===== src/verilog/tsenc_pkg.sv =====
// constants and types for the tri-state address/data encoder
package tsenc_pkg;

  // ******************************************************
  // clock and timing
  // ******************************************************
  localparam int          CLK_HZ       = 200000000;
  localparam int          ENC_OSC_HZ   = 70000;
  // one encoder oscillator period, rounded down
  localparam logic [11:0] OSC_CYC      = 12'(CLK_HZ / ENC_OSC_HZ);
  localparam int          SETTLE_NS    = 1000;
  localparam int          CLK_PERIOD_NS = 5;
  // least time: round up
  localparam logic [7:0]  SETTLE_CYC   =
    8'((SETTLE_NS + CLK_PERIOD_NS - 1) / CLK_PERIOD_NS);
  localparam int          CYCLE_LAG_MS = 150;

  // ******************************************************
  // packet layout
  // ******************************************************
  localparam int         N_ADDR      = 10;
  localparam int         N_DATA      = 8;
  localparam int         N_LINES     = N_ADDR + N_DATA;
  localparam logic [5:0] LAST_ELEM   = 6'h24;
  localparam logic [5:0] SYNC_SLOTS  = 6'h24;
  localparam logic [5:0] BIT_SLOTS   = 6'h04;
  localparam logic [5:0] SYNC_HIGH   = 6'h01;
  localparam logic [5:0] ONE_HIGH    = 6'h03;
  localparam logic [5:0] ZERO_HIGH   = 6'h01;
  localparam logic [1:0] LAST_WORD   = 2'h2;

  // tri-state symbol codes: first bit sent is [1], second is [0]
  localparam logic [1:0] SYM_LOW     = 2'h0;
  localparam logic [1:0] SYM_FLOAT   = 2'h1;
  localparam logic [1:0] SYM_HIGH    = 2'h3;

  typedef struct packed {
    logic [2*N_DATA-1:0] data_codes;
    logic [2*N_ADDR-1:0] addr_codes;
  } tsenc_frame_t;

  typedef enum logic [3:0] {
    ST_IDLE     = 4'h1,
    ST_PROBE_HI = 4'h2,
    ST_PROBE_LO = 4'h4,
    ST_SEND     = 4'h8
  } tsenc_state_t;

endpackage


===== src/verilog/tsenc_encoder.sv =====
// serial tri-state address/data encoder keying the radio modulator
`timescale 1ns/1ps
// clocks per oscillator slot; a bench may shorten it to keep runs brief
module tsenc_encoder #(
  parameter logic [11:0] OSC_DIV = tsenc_pkg::OSC_CYC
) (
  input  wire logic                        sys_clk,
  input  wire logic                        resetn,
  input  wire logic                        transmit_enable,
  input  wire logic [tsenc_pkg::N_ADDR-1:0] tristate_select_lines,
  input  wire logic [tsenc_pkg::N_DATA-1:0] parallel_input_lines,
  output logic                             line_pull_en,
  output logic                             line_pull_up,
  output logic                             rf_output,
  output logic                             encoder_busy
);

  // ******************************************************
  // input synchronisers
  // ******************************************************
  logic                         te_m_q;
  logic                         te_s_q;
  logic [tsenc_pkg::N_LINES-1:0] lines_m_q;
  logic [tsenc_pkg::N_LINES-1:0] lines_s_q;

  always_ff @(posedge sys_clk or negedge resetn) begin
    if (!resetn) begin
      te_m_q    <= 1'b0;
      te_s_q    <= 1'b0;
      lines_m_q <= '0;
      lines_s_q <= '0;
    end else begin
      te_m_q    <= transmit_enable;
      te_s_q    <= te_m_q;
      lines_m_q <= {parallel_input_lines, tristate_select_lines};
      lines_s_q <= lines_m_q;
    end
  end

  // ******************************************************
  // helpers
  // ******************************************************
  // a line that follows the pull both ways is floating; a line that
  // opposes it both ways is read as low (pin fights its own pull)
  function automatic logic [1:0] sym_code(input logic hi,
                                          input logic lo);
    if (hi && lo)
      sym_code = tsenc_pkg::SYM_HIGH;
    else if (hi && !lo)
      sym_code = tsenc_pkg::SYM_FLOAT;
    else
      sym_code = tsenc_pkg::SYM_LOW;
  endfunction

  // modulator level for one slot of a word element
  function automatic logic elem_level(input logic [5:0] elem,
                                      input logic [5:0] slot,
                                      input logic [35:0] codes);
    logic [5:0] idx;
    idx = elem - 6'h01;
    if (elem == 6'h00)
      elem_level = (slot < tsenc_pkg::SYNC_HIGH);
    else if (codes[{idx[5:1], ~idx[0]}])
      elem_level = (slot < tsenc_pkg::ONE_HIGH);
    else
      elem_level = (slot < tsenc_pkg::ZERO_HIGH);
  endfunction

  // ******************************************************
  // sequencer
  // ******************************************************
  tsenc_pkg::tsenc_state_t       state_q,  state_d;
  tsenc_pkg::tsenc_frame_t       frame_q,  frame_d;
  logic [tsenc_pkg::N_LINES-1:0] hi_q,     hi_d;
  logic [7:0]                    settle_q, settle_d;
  logic [11:0]                   div_q,    div_d;
  logic [5:0]                    slot_q,   slot_d;
  logic [5:0]                    elem_q,   elem_d;
  logic [1:0]                    word_q,   word_d;
  logic                          rf_q,     rf_d;
  logic                          pen_q,    pen_d;
  logic                          pup_q,    pup_d;
  logic                          busy_q,   busy_d;
  logic                          tick;
  logic                          elem_end;
  logic                          cycle_end;
  logic                          settled;
  logic [35:0]                   codes;

  assign codes    = {frame_q.data_codes, frame_q.addr_codes};
  assign tick     = (div_q == OSC_DIV - 12'h001);
  assign settled  = (settle_q == tsenc_pkg::SETTLE_CYC);
  assign elem_end = tick && (slot_q == ((elem_q == 6'h00) ?
                    tsenc_pkg::SYNC_SLOTS - 6'h01 :
                    tsenc_pkg::BIT_SLOTS - 6'h01));
  assign cycle_end = elem_end && (elem_q == tsenc_pkg::LAST_ELEM) &&
                     (word_q == tsenc_pkg::LAST_WORD);

  always_comb begin
    state_d  = state_q;
    frame_d  = frame_q;
    hi_d     = hi_q;
    settle_d = settle_q;
    div_d    = 12'h000;
    slot_d   = 6'h00;
    elem_d   = 6'h00;
    word_d   = 2'h0;
    rf_d     = 1'b0;
    pen_d    = 1'b0;
    pup_d    = 1'b0;
    unique case (state_q)
      tsenc_pkg::ST_IDLE: begin
        settle_d = 8'h00;
        if (te_s_q) begin
          state_d = tsenc_pkg::ST_PROBE_HI;
          pen_d   = 1'b1;
          pup_d   = 1'b1;
        end
      end
      tsenc_pkg::ST_PROBE_HI: begin
        pen_d    = 1'b1;
        pup_d    = 1'b1;
        settle_d = settle_q + 8'h01;
        if (settled) begin
          hi_d     = lines_s_q;
          settle_d = 8'h00;
          pup_d    = 1'b0;
          state_d  = tsenc_pkg::ST_PROBE_LO;
        end
      end
      tsenc_pkg::ST_PROBE_LO: begin
        pen_d    = 1'b1;
        settle_d = settle_q + 8'h01;
        if (settled) begin
          for (int i = 0; i < tsenc_pkg::N_LINES; i++) begin
            if (i < tsenc_pkg::N_ADDR)
              frame_d.addr_codes[2*i +: 2] = sym_code(hi_q[i],
                                                      lines_s_q[i]);
            else
              frame_d.data_codes[2*(i-tsenc_pkg::N_ADDR) +: 2] =
                sym_code(hi_q[i], lines_s_q[i]);
          end
          settle_d = 8'h00;
          pen_d    = 1'b0;
          state_d  = tsenc_pkg::ST_SEND;
        end
      end
      tsenc_pkg::ST_SEND: begin
        div_d  = tick ? 12'h000 : div_q + 12'h001;
        slot_d = tick ? slot_q + 6'h01 : slot_q;
        elem_d = elem_q;
        word_d = word_q;
        if (elem_end) begin
          slot_d = 6'h00;
          elem_d = elem_q + 6'h01;
          if (elem_q == tsenc_pkg::LAST_ELEM) begin
            elem_d = 6'h00;
            word_d = word_q + 2'h1;
          end
        end
        rf_d = elem_level(elem_d, slot_d, codes);
        if (cycle_end) begin
          rf_d   = 1'b0;
          word_d = 2'h0;
          if (te_s_q) begin
            state_d = tsenc_pkg::ST_PROBE_HI;
            pen_d   = 1'b1;
            pup_d   = 1'b1;
          end else begin
            state_d = tsenc_pkg::ST_IDLE;
          end
        end
      end
    endcase
    busy_d = (state_d != tsenc_pkg::ST_IDLE);
  end

  always_ff @(posedge sys_clk or negedge resetn) begin
    if (!resetn) begin
      state_q  <= tsenc_pkg::ST_IDLE;
      frame_q  <= '0;
      hi_q     <= '0;
      settle_q <= 8'h00;
      div_q    <= 12'h000;
      slot_q   <= 6'h00;
      elem_q   <= 6'h00;
      word_q   <= 2'h0;
      rf_q     <= 1'b0;
      pen_q    <= 1'b0;
      pup_q    <= 1'b0;
      busy_q   <= 1'b0;
    end else begin
      state_q  <= state_d;
      frame_q  <= frame_d;
      hi_q     <= hi_d;
      settle_q <= settle_d;
      div_q    <= div_d;
      slot_q   <= slot_d;
      elem_q   <= elem_d;
      word_q   <= word_d;
      rf_q     <= rf_d;
      pen_q    <= pen_d;
      pup_q    <= pup_d;
      busy_q   <= busy_d;
    end
  end

  // the sync of word 0 starts on the first send cycle; level goes high one cycle later
  assign rf_output    = rf_q;
  assign line_pull_en = pen_q;
  assign line_pull_up = pup_q;
  assign encoder_busy = busy_q;

  // ******************************************************
  // checks
  // ******************************************************
  a_idle_quiet: assert property (@(posedge sys_clk) disable iff (!resetn)
    state_q == tsenc_pkg::ST_IDLE |-> !rf_q && !pen_q)
    else $error("output active while idle");

  a_start_capture: assert property (@(posedge sys_clk)
    disable iff (!resetn)
    state_q == tsenc_pkg::ST_IDLE && te_s_q
    |=> state_q == tsenc_pkg::ST_PROBE_HI && pen_q && pup_q)
    else $error("enable did not start capture");

  a_three_words: assert property (@(posedge sys_clk)
    disable iff (!resetn)
    word_q <= tsenc_pkg::LAST_WORD)
    else $error("word count past three");

  a_cycle_restart: assert property (@(posedge sys_clk)
    disable iff (!resetn)
    state_q == tsenc_pkg::ST_SEND && cycle_end && te_s_q
    |=> state_q == tsenc_pkg::ST_PROBE_HI)
    else $error("cycle not restarted");

  a_finish_cycle: assert property (@(posedge sys_clk)
    disable iff (!resetn)
    state_q == tsenc_pkg::ST_SEND && !cycle_end
    |=> state_q == tsenc_pkg::ST_SEND)
    else $error("cycle cut short");

  a_stop_after: assert property (@(posedge sys_clk)
    disable iff (!resetn)
    state_q == tsenc_pkg::ST_SEND && cycle_end && !te_s_q
    |=> state_q == tsenc_pkg::ST_IDLE ##1 !rf_q)
    else $error("no stop after cycle");

  a_first_symbol: assert property (@(posedge sys_clk)
    disable iff (!resetn)
    state_q == tsenc_pkg::ST_SEND && elem_q == 6'h01 && slot_q == 6'h01
    && !tick |=> rf_q == frame_q.addr_codes[1])
    else $error("address 0 not sent first");

  a_sync_gap: assert property (@(posedge sys_clk) disable iff (!resetn)
    state_q == tsenc_pkg::ST_SEND && elem_q == 6'h00 &&
    slot_q >= tsenc_pkg::SYNC_HIGH && !elem_end |=> !rf_q)
    else $error("sync period not low");

  a_float_code: assert property (@(posedge sys_clk)
    disable iff (!resetn)
    state_q == tsenc_pkg::ST_PROBE_LO && settled &&
    hi_q[0] && !lines_s_q[0]
    |=> frame_q.addr_codes[1:0] == tsenc_pkg::SYM_FLOAT)
    else $error("floating line misencoded");

  a_resample: assert property (@(posedge sys_clk) disable iff (!resetn)
    $rose(state_q == tsenc_pkg::ST_SEND)
    |-> $past(state_q) == tsenc_pkg::ST_PROBE_LO)
    else $error("cycle sent without fresh sample");

endmodule


===== config.mk =====
export PLATFORM = sky130hd
export DESIGN_NAME = tsenc_encoder
export DESIGN_NICKNAME = d
export VERILOG_FILES = /design/src/verilog/tsenc_pkg.sv /design/src/verilog/tsenc_encoder.sv
export SDC_FILE = /design/constraint.sdc
export NUM_CORES = 1
export LEC_CHECK = 0
export ABC_CLOCK_PERIOD_IN_PS = 5100
export BUFFER_PORTS_ARGS = -buffer_cell sky130_fd_sc_hd__buf_4
export CAP_MARGIN = 0
export CORE_MARGIN = 4
export CORE_UTILIZATION = 56
export CTS_CLUSTER_DIAMETER = 80
export DETAILED_ROUTE_END_ITERATION = 10
export GPL_TIMING_DRIVEN = 0
export MAX_ROUTING_LAYER = met4
export PLACE_DENSITY = 0.76
export REMOVE_ABC_BUFFERS = 1
export SLEW_MARGIN = 20
export SYNTH_ARGS = -nofsm -noshare
export SYNTH_HDL_FRONTEND = slang
export SYNTH_SLANG_ARGS = --single-unit

===== constraint.sdc =====
create_clock -name sys_clk -period 5.1 [get_ports sys_clk]
set_input_delay 0.255 -clock sys_clk [delete_from_list [all_inputs] [get_ports sys_clk]]
set_output_delay 0.255 -clock sys_clk [all_outputs]
set_load 0.02 [all_outputs]

==> results of run 1 <==
[repair_timing]
| action | 4_1_cts | 5_1_grt |
|---|---|---|
| hold endpoints to repair | 55 | 0 |
| setup endpoints to repair | 1 | 1 |
| hold buffers | 20 | 0 |
| setup buffers | 1 | 4 |
| pin swaps | 1 | 3 |
| gates resized for setup | 6 | 3 |
[report_power, final]
group	switching [W]	total [W]	internal [W]
logic	0.0000755	0.000144	0.0000687
registers	0.0000382	0.00114	0.00111
clock network	0.000461	0.00116	0.000696
total	0.000574	0.00244	0.00187
[stage by stage]
stage          setup slack (ns)  setup TNS [ns]
2_1_floorplan            -0.111          -0.111
5_1_grt                  0.0805               0
4_1_cts                  0.0456               0
3_3_place_gp              -1.12           -1.12
6_report                  0.317               0
3_5_place_dp             -0.596          -0.596
[worst min-delay path by stage]
| stage | cells after the start | start | endpoint | slack [ns] |
|---|---|---|---|---|
| 6_report | 2 | resetn | lines_m_q[16] | 0.19 |
| 5_1_grt | 2 | resetn | lines_m_q[1] | 0.22 |
| 4_1_cts | 2 | resetn | lines_m_q[1] | 0.19 |
| 3_5_place_dp | 1 | resetn | lines_m_q[1] | 0.15 |
| 3_3_place_gp | 0 | lines_m_q[3] | lines_s_q[3] | 0.33 |
| 2_1_floorplan | 0 | resetn | codes[0] | -0.04 |
[cells in the final DEF (no fill, tap or decap), types with 3 or more instances in the layout]
cell type	Yosys	routed
sky130_fd_sc_hd__nand2b_1	8	8
sky130_fd_sc_hd__dfrtp_1	133	132
sky130_fd_sc_hd__mux2_2	36	36
sky130_fd_sc_hd__and2_1	5	5
sky130_fd_sc_hd__nand4_1	9	9
sky130_fd_sc_hd__mux4_2	3	3
sky130_fd_sc_hd__nor2_1	51	51
sky130_fd_sc_hd__a21oi_1	22	21
sky130_fd_sc_hd__nor3_1	13	13
sky130_fd_sc_hd__a22oi_1	3	3
sky130_fd_sc_hd__buf_4	1	29
sky130_fd_sc_hd__and3_1	9	9
sky130_fd_sc_hd__a211oi_1	10	10
sky130_fd_sc_hd__clkinvlp_4	0	4
sky130_fd_sc_hd__mux2i_1	23	22
sky130_fd_sc_hd__a31oi_1	5	5
sky130_fd_sc_hd__ha_1	9	8
sky130_fd_sc_hd__nand2_1	69	69
sky130_fd_sc_hd__clkinv_4	0	4
sky130_fd_sc_hd__o21ai_0	41	41
sky130_fd_sc_hd__nor4_1	4	4
sky130_fd_sc_hd__xor2_1	16	16
sky130_fd_sc_hd__nand3_1	15	14
sky130_fd_sc_hd__inv_1	12	12
sky130_fd_sc_hd__nor2b_1	9	9
sky130_fd_sc_hd__clkinv_2	0	4
sky130_fd_sc_hd__dlygate4sd3_1	0	20
sky130_fd_sc_hd__or2_2	3	3
sky130_fd_sc_hd__clkbuf_16	0	16
sky130_fd_sc_hd__xnor2_1	10	10
sky130_fd_sc_hd__nor4b_1	3	3
[per-layer routing]
| layer | vias to the layer above | routed length [um] | global-route usage |
|---|---|---|---|
| li1 | 2156 | - | - |
| met1 | 2193 | 5200 | 0.250 |
| met2 | 84 | 6110 | 0.346 |
| met3 | 29 | 385 | 0.0446 |
| met4 | 0 | 277 | 0.0865 |
| met5 | - | 0 | - |
[cells in the mapped netlist (10+ instances only)]
library cell | number | area share
sky130_fd_sc_hd__clkbuf_1 | 24 | 0.014
sky130_fd_sc_hd__xor2_1 | 16 | 0.022
sky130_fd_sc_hd__mux2_2 | 36 | 0.065
sky130_fd_sc_hd__mux2i_1 | 23 | 0.037
sky130_fd_sc_hd__nor2_1 | 51 | 0.031
sky130_fd_sc_hd__inv_1 | 12 | 0.0072
sky130_fd_sc_hd__a21oi_1 | 22 | 0.018
sky130_fd_sc_hd__o21ai_0 | 41 | 0.033
sky130_fd_sc_hd__a211oi_1 | 10 | 0.012
sky130_fd_sc_hd__nand2_1 | 69 | 0.041
sky130_fd_sc_hd__nand3_1 | 15 | 0.012
sky130_fd_sc_hd__nor3_1 | 13 | 0.010
sky130_fd_sc_hd__dfrtp_1 | 133 | 0.53
sky130_fd_sc_hd__xnor2_1 | 10 | 0.014
[kinds of logic (layout without fill, tap and decap cells)]
group,after synthesis,in the layout,share of synthesized area
fa+ha+maj,9,9,0.0180
buf+inv,41,97,0.0268
simple gates,212,212,0.168
flops,134,134,0.536
compound gates,102,102,0.102
mux,62,62,0.112
xor+xnor,26,26,0.0364
[area by class of cell]
cell class | count | share of cell area
inverter | 13 | 0.00709
multi-input combinational | 411 | 0.375
sequential | 134 | 0.453
clock buffer | 17 | 0.0559
tap | 140 | 0.0236
clock inverter | 15 | 0.0209
timing repair buffer | 52 | 0.0648
[flip-flops by register name, indices dropped and copies added, names as in the netlist, 6 cells and up]
name       count
elem_q         6
codes         36
slot_q         6
hi_q          18
lines_s_q     18
settle_q       8
div_q         12
lines_m_q     18
[worst register-to-register path, delay by kind of cell, from the launching register on]
| kind | cells | cell delay, ns |
|---|---|---|
| AO/OA/AOI/OAI | 6 | 1.72 |
| AND/OR/NAND/NOR | 3 | 1.09 |
| multiplexers | 3 | 0.68 |
| flip-flops | 1 | 0.51 |
| adder cells (fa/ha/maj) | 2 | 0.47 |
| buffers and inverters | 1 | 0.22 |
==> metrics.txt, run 1 <==
# TYPE chip_impl_metric gauge
chip_impl_info{name="status",value="finished clean"} 1
chip_impl_metric{name="vdd.ir_drop.worst",unit="uV"} 302
chip_impl_metric{name="achievable-frequency",unit="MHz"} 209
chip_impl_metric{name="placementRows",unit=""} 38
chip_impl_info{name="holdCritPathClass",value="in -> async"} 1
chip_impl_metric{name="post_synth.cell_area_avg",unit="um2"} 10.7
chip_impl_metric{name="synth-seq-cells",unit=""} 134
chip_impl_metric{name="chipWidth",unit="um"} 114
chip_impl_metric{name="finClkSkew",unit="ns"} 0.00942
chip_impl_metric{name="first_global_vias",unit=""} 4572
chip_impl_metric{name="synth_edf_count",unit=""} 0
chip_impl_metric{name="dpl-instance-area",unit="mm2"} 0.00656
chip_impl_metric{name="gp_routability_congestion",unit=""} 0.889
chip_impl_metric{name="post-route-util",unit=""} 0.681
chip_impl_metric{name="fillCellCount",unit=""} 783
chip_impl_metric{name="yosysUniqueCellTypes",unit=""} 57
chip_impl_info{name="grt_setup_unrepaired",value="false"} 1
chip_impl_metric{name="cts_buffers",unit=""} 17
chip_impl_metric{name="viasPerCell",unit=""} 5.71
chip_impl_metric{name="clkLatencyLatePin",unit="ns"} 0.52
chip_impl_info{name="crit_path_end_kind",value="flop"} 1
chip_impl_metric{name="timing.max_cap.violations",unit=""} 0
chip_impl_info{name="synthFlopType",value="sky130_fd_sc_hd__dfrtp_1"} 1
chip_impl_info{name="worstReg2RegEnd",value="rf_output"} 1
chip_impl_metric{name="numPlacedInstances",unit=""} 725
chip_impl_metric{name="first_pass_iters",unit=""} 4
chip_impl_metric{name="synthesis.instances",unit=""} 586
chip_impl_metric{name="arrival",unit="ns"} 5.22
chip_impl_metric{name="height_of_the_die",unit="um"} 114
chip_impl_metric{name="worstSetupPathDepth",unit=""} 15
chip_impl_metric{name="report.final.hold_viol_count",unit=""} 0
chip_impl_metric{name="finalNetCount",unit=""} 659
chip_impl_metric{name="critical_path_buf_inv_count",unit=""} 1
chip_impl_metric{name="buffers_added_on_ports",unit=""} 24
chip_impl_info{name="timing.critical_path.from",value="elem_q[0]"} 1
chip_impl_metric{name="final_layout_size_suffix_gt1_frac",unit=""} 0.190
chip_impl_metric{name="lkg_pwr",unit="nW"} 3.23
chip_impl_metric{name="postLayoutCellArea",unit="mm2"} 0.00741
chip_impl_metric{name="layout_min_cycle_time",unit="ns"} 4.78
chip_impl_metric{name="place_hpwl",unit="mm"} 7.64
chip_impl_metric{name="dr_total_vias",unit=""} 4462
chip_impl_metric{name="yosys_warnings",unit=""} 0
chip_impl_info{name="path_common_cell",value="sky130_fd_sc_hd__mux2i_1"} 1
chip_impl_metric{name="grt_antenna_before_repair",unit=""} 0
chip_impl_info{name="regToRegStartpoint",value="elem_q[0]"} 1
chip_impl_metric{name="grt_start_max_net_pins",unit=""} 99
chip_impl_metric{name="io_pins",unit=""} 25
chip_impl_info{name="critical_path.endpoint",value="rf_output"} 1
chip_impl_metric{name="p_total",unit="W"} 0.00244
chip_impl_metric{name="die_area",unit="mm2"} 0.0129
chip_impl_metric{name="diodes",unit=""} 0
chip_impl_info{name="cts_tree",value="done"} 1
chip_impl_metric{name="pins_over_slew_limit",unit=""} 0
chip_impl_metric{name="layout-area-overhead-vs-synth",unit="%"} 18.5
chip_impl_info{name="ctsRootBufferMaster",value="sky130_fd_sc_hd__clkbuf_8"} 1
chip_impl_metric{name="headroom_to_the_max_slew_limit",unit=""} 0.320
chip_impl_metric{name="synth-seq-area-share",unit=""} 0.536
chip_impl_info{name="crit_path_top_delay_cell",value="sky130_fd_sc_hd__or3_1"} 1
chip_impl_metric{name="critical_path_fanouts_max",unit=""} 14
chip_impl_metric{name="reg2reg_slack",unit="ns"} 0.32
chip_impl_metric{name="global_route_wire_length_before_repair",unit="mm"} 21.1
chip_impl_metric{name="power.density_cell_area",unit="mW/mm2"} 330
chip_impl_metric{name="fp.coreArea",unit="mm2"} 0.0109
chip_impl_metric{name="grt_overflow",unit=""} 0
chip_impl_metric{name="route.antenna.remaining_nets",unit=""} 0
chip_impl_metric{name="drc",unit=""} 0
chip_impl_metric{name="syn_area",unit="mm2"} 0.00625
chip_impl_metric{name="cp_data_required_time",unit="ns"} 5.53
chip_impl_info{name="crit_family",value="compound AO/OA/AOI/OAI gates"} 1
chip_impl_info{name="timing.critical_path.cells",value="clkinvlp_4, ha_1, or3b_4, o31a_4, or3_1, mux2i_4, ha_4, mux2i_1, a311o_1, a211oi_1, a21oi_1, a311oi_1, nor4_1, o41ai_2, mux2i_1"} 1
chip_impl_info{name="worstSetupStartpointType",value="flop"} 1
chip_impl_metric{name="worstMarginPinSlew",unit="ns"} 1.02
chip_impl_info{name="critPathKind",value="reg -> reg"} 1
chip_impl_metric{name="cts.sinks",unit=""} 134
chip_impl_metric{name="cts.reportedPaths.clkPinSlew",unit="ns"} 0.06
chip_impl_metric{name="detailedRoute.firstIterationViolations",unit=""} 283
chip_impl_metric{name="report.final.setup_viol",unit=""} 0
chip_impl_metric{name="critPathMaxStageDelay",unit="ns"} 0.52
chip_impl_metric{name="grt_use_total",unit=""} 0.209
chip_impl_metric{name="start_util",unit=""} 0.574
chip_impl_metric{name="wirelength",unit="mm"} 12.0
chip_impl_metric{name="synthArstFlopShare",unit=""} 1.00
chip_impl_metric{name="rr_worst_depth",unit=""} 15
chip_impl_metric{name="cts_htree_levels",unit=""} 4
chip_impl_metric{name="seqCellArea",unit="mm2"} 0.00336
chip_impl_metric{name="multi_input_comb_area",unit="mm2"} 0.00278
chip_impl_metric{name="wl_per_cell",unit="um"} 15.3
chip_impl_metric{name="cts.path.max_buffers",unit=""} 2
chip_impl_metric{name="period_share",unit=""} 0.938
chip_impl_metric{name="finalNonFillerCells",unit=""} 782
chip_impl_metric{name="holdWs",unit="ns"} 0.190
Note: power is estimated with default switching activity, not from simulation.
==> inputs of run 2 (changes only) <==
- BUFFER_PORTS_ARGS: -buffer_cell sky130_fd_sc_hd__buf_4 -> -buffer_cell sky130_fd_sc_hd__buf_2
- CTS_CLUSTER_SIZE: default -> 30
==> metrics.txt, run 2 (same netlist as run 1, synthesis figures left out) <==
# TYPE chip_impl_metric gauge
chip_impl_metric{name="report.final.setup_viol",unit=""} 0
chip_impl_metric{name="largest_reg_flops",unit=""} 36
chip_impl_metric{name="achievable-frequency",unit="MHz"} 205
chip_impl_metric{name="finalNetCount",unit=""} 656
chip_impl_info{name="final_common_cell",value="sky130_fd_sc_hd__dfrtp_1"} 1
chip_impl_info{name="regToRegStartpoint",value="elem_q[0]"} 1
chip_impl_metric{name="headroom_to_the_max_slew_limit",unit=""} 0.322
chip_impl_metric{name="gp_routability_congestion",unit=""} 0.889
chip_impl_metric{name="arrival",unit="ns"} 5.33
chip_impl_info{name="timing.critical_path.from",value="elem_q[0]"} 1
chip_impl_info{name="critPathKind",value="reg -> reg"} 1
chip_impl_info{name="ctsRootBufferMaster",value="sky130_fd_sc_hd__clkbuf_8"} 1
chip_impl_metric{name="diodes",unit=""} 0
chip_impl_info{name="crit_path_top_delay_cell",value="sky130_fd_sc_hd__or3_1"} 1
chip_impl_metric{name="first_pass_iters",unit=""} 5
chip_impl_metric{name="worstSetupPathDepth",unit=""} 15
chip_impl_info{name="cts_tree",value="done"} 1
chip_impl_metric{name="cts.sinks",unit=""} 134
chip_impl_metric{name="power.density_cell_area",unit="mW/mm2"} 336
chip_impl_metric{name="lkg_pwr",unit="nW"} 3.21
chip_impl_metric{name="critPathMaxStageDelay",unit="ns"} 0.53
chip_impl_info{name="timing.critical_path.cells",value="clkinvlp_4, ha_1, or3b_1, o31a_4, or3_1, mux2i_4, ha_4, mux2i_1, a311o_1, a211oi_1, a21oi_1, a311oi_1, nor4_1, o41ai_2, mux2i_1"} 1
chip_impl_metric{name="finalNonFillerCells",unit=""} 779
chip_impl_metric{name="finClkSkew",unit="ns"} 0.00465
chip_impl_metric{name="post-route-util",unit=""} 0.675
chip_impl_metric{name="pins_over_slew_limit",unit=""} 0
chip_impl_metric{name="cts_buffers",unit=""} 17
chip_impl_info{name="crit_family",value="compound AO/OA/AOI/OAI gates"} 1
chip_impl_metric{name="fp.coreArea",unit="mm2"} 0.0109
chip_impl_metric{name="layout_min_cycle_time",unit="ns"} 4.89
chip_impl_metric{name="placementRows",unit=""} 38
chip_impl_metric{name="grt_use_total",unit=""} 0.209
chip_impl_info{name="grt_setup_unrepaired",value="false"} 1
chip_impl_metric{name="cp_data_required_time",unit="ns"} 5.54
chip_impl_metric{name="global_route_wire_length_before_repair",unit="mm"} 20.9
chip_impl_info{name="holdCritPathClass",value="in -> async"} 1
chip_impl_metric{name="post-route-worst-setup-slack",unit="ns"} 0.215
chip_impl_info{name="crit_path_end_kind",value="flop"} 1
chip_impl_metric{name="start_util",unit=""} 0.574
chip_impl_metric{name="dr_total_vias",unit=""} 4427
chip_impl_metric{name="cts.reportedPaths.clkPinSlew",unit="ns"} 0.06
chip_impl_metric{name="drc",unit=""} 0
chip_impl_metric{name="first_global_vias",unit=""} 4522
chip_impl_metric{name="final_layout_size_suffix_gt1_frac",unit=""} 0.183
chip_impl_metric{name="grt_antenna_before_repair",unit=""} 0
chip_impl_metric{name="report.final.hold_viol_count",unit=""} 0
chip_impl_metric{name="worstMarginPinSlew",unit="ns"} 1.01
chip_impl_metric{name="rr_worst_depth",unit=""} 15
chip_impl_metric{name="critical_path_buf_inv_count",unit=""} 1
chip_impl_metric{name="timing.max_cap.violations",unit=""} 0
chip_impl_metric{name="cts.path.max_buffers",unit=""} 2
chip_impl_metric{name="wirelength",unit="mm"} 12.0
chip_impl_metric{name="period_share",unit=""} 0.958
chip_impl_metric{name="clkLatencyLatePin",unit="ns"} 0.53
chip_impl_metric{name="vdd.ir_drop.worst",unit="uV"} 293
chip_impl_info{name="most-common-layout-cells",value="132 x sky130_fd_sc_hd__dfrtp_1, 69 x sky130_fd_sc_hd__nand2_1, 51 x sky130_fd_sc_hd__nor2_1, 41 x sky130_fd_sc_hd__o21ai_0, 36 x sky130_fd_sc_hd__mux2_2"} 1
chip_impl_info{name="worstSetupStartpointType",value="flop"} 1
chip_impl_metric{name="p_total",unit="W"} 0.00247
chip_impl_metric{name="layout-area-overhead-vs-synth",unit="%"} 17.5
chip_impl_metric{name="wl_per_cell",unit="um"} 15.4
chip_impl_metric{name="cts_htree_levels",unit=""} 4
chip_impl_metric{name="dpl_worst_slack",unit="ns"} -0.551
chip_impl_metric{name="detailedRoute.firstIterationViolations",unit=""} 298
chip_impl_info{name="path_common_cell",value="sky130_fd_sc_hd__mux2i_1"} 1
chip_impl_metric{name="grt_start_max_net_pins",unit=""} 101
chip_impl_metric{name="grt_overflow",unit=""} 0
chip_impl_metric{name="numPlacedInstances",unit=""} 725
chip_impl_metric{name="route.antenna.remaining_nets",unit=""} 0
chip_impl_metric{name="finalSetupTns",unit="ns"} 0
chip_impl_metric{name="io_pins",unit=""} 25
chip_impl_metric{name="critical_path_fanouts_max",unit=""} 14
chip_impl_metric{name="place_hpwl",unit="mm"} 7.76
chip_impl_metric{name="die_area",unit="mm2"} 0.0129
chip_impl_metric{name="height_of_the_die",unit="um"} 114
chip_impl_metric{name="buffers_added_on_ports",unit=""} 24
chip_impl_metric{name="viasPerCell",unit=""} 5.68
chip_impl_metric{name="chipWidth",unit="um"} 114
chip_impl_info{name="status",value="finished clean"} 1
chip_impl_metric{name="fillCellCount",unit=""} 779
## run 2: changes by cell type in the layout (fill, tap and decap cells not counted)
cell,before,now
sky130_fd_sc_hd__inv_6,2,0
sky130_fd_sc_hd__clkinvlp_4,4,5
sky130_fd_sc_hd__clkbuf_8,1,5
sky130_fd_sc_hd__buf_2,0,23
sky130_fd_sc_hd__clkinv_4,4,2
sky130_fd_sc_hd__or3b_4,1,0
sky130_fd_sc_hd__or3b_1,0,1
sky130_fd_sc_hd__buf_4,29,2
sky130_fd_sc_hd__a21oi_2,1,0
sky130_fd_sc_hd__a21oi_1,21,22
## run 2: power by group
group	switching [W]	total (W)	leakage [nW]	internal, W
combinational	0.0000791	0.000145	1.18	0.0000656
sequential	0.0000390	0.00114	1.75	0.00111
clock	0.000446	0.00118	0.279	0.000731
total	0.000564	0.00247	3.21	0.00190
## run 2: path summary, 6_finish.rpt
kind,end,slack (ns)
hold reg to reg,lines_s_q[7],0.35
setup reg to reg,rf_output,0.21
setup / recovery,rf_output,0.21
hold / removal,lines_m_q[1],0.18
max in group asynchronous,state_q[0],4.16
min in group sys_clk,lines_s_q[7],0.35
## run 2: per-stage QoR
step	hold WS, ns	area [um2]
6_report	0.180	7350
5_1_grt	0.204	7350
4_1_cts	0.160	7330
3_5_place_dp	0.140	6510
3_3_place_gp	0.332	6430
2_1_floorplan	-0.0406	6130
## run 2: what timing repair did
item | 4_1_cts | 5_1_grt
resized for setup | 5 | 2
endpoints found under the setup margin | 1 | 1
endpoints found under the hold margin | 152 | 0
gates cloned | 0 | 0
setup buffers | 1 | 1
pin swaps | 1 | 2
hold buffers | 20 | 0
## run 2: cell type report
class,instances,area (um2),area share
sequential,134,3360,0.457
multi-input combinational,411,2770,0.377
clock buffer,20,455,0.0620
timing repair buffer,49,407,0.0554
tap,140,175,0.0238
clock inverter,12,128,0.0174
inverter,13,52.6,0.00715
## run 2: metal layers
metal  part of all wire  wire length [um]  GRT usage
met1               0.42              5070      0.241
met3              0.041               490     0.0562
met5                  0                 0          -
met2               0.51              6090      0.342
met4              0.028               337     0.0954
## run 2: worst register-to-register path, cell delays in order (launching register included)
cell	delay, ns
sky130_fd_sc_hd__dfrtp_2	0.51
sky130_fd_sc_hd__clkinvlp_4	0.21
sky130_fd_sc_hd__ha_1	0.17
sky130_fd_sc_hd__or3b_1	0.48
sky130_fd_sc_hd__o31a_4	0.37
sky130_fd_sc_hd__or3_1	0.53
sky130_fd_sc_hd__mux2i_4	0.28
sky130_fd_sc_hd__ha_4	0.30
sky130_fd_sc_hd__mux2i_1	0.14
sky130_fd_sc_hd__a311o_1	0.35
sky130_fd_sc_hd__a211oi_1	0.27
sky130_fd_sc_hd__a21oi_1	0.10
sky130_fd_sc_hd__a311oi_1	0.33
sky130_fd_sc_hd__nor4_1	0.12
sky130_fd_sc_hd__o41ai_2	0.37
sky130_fd_sc_hd__mux2i_1	0.27
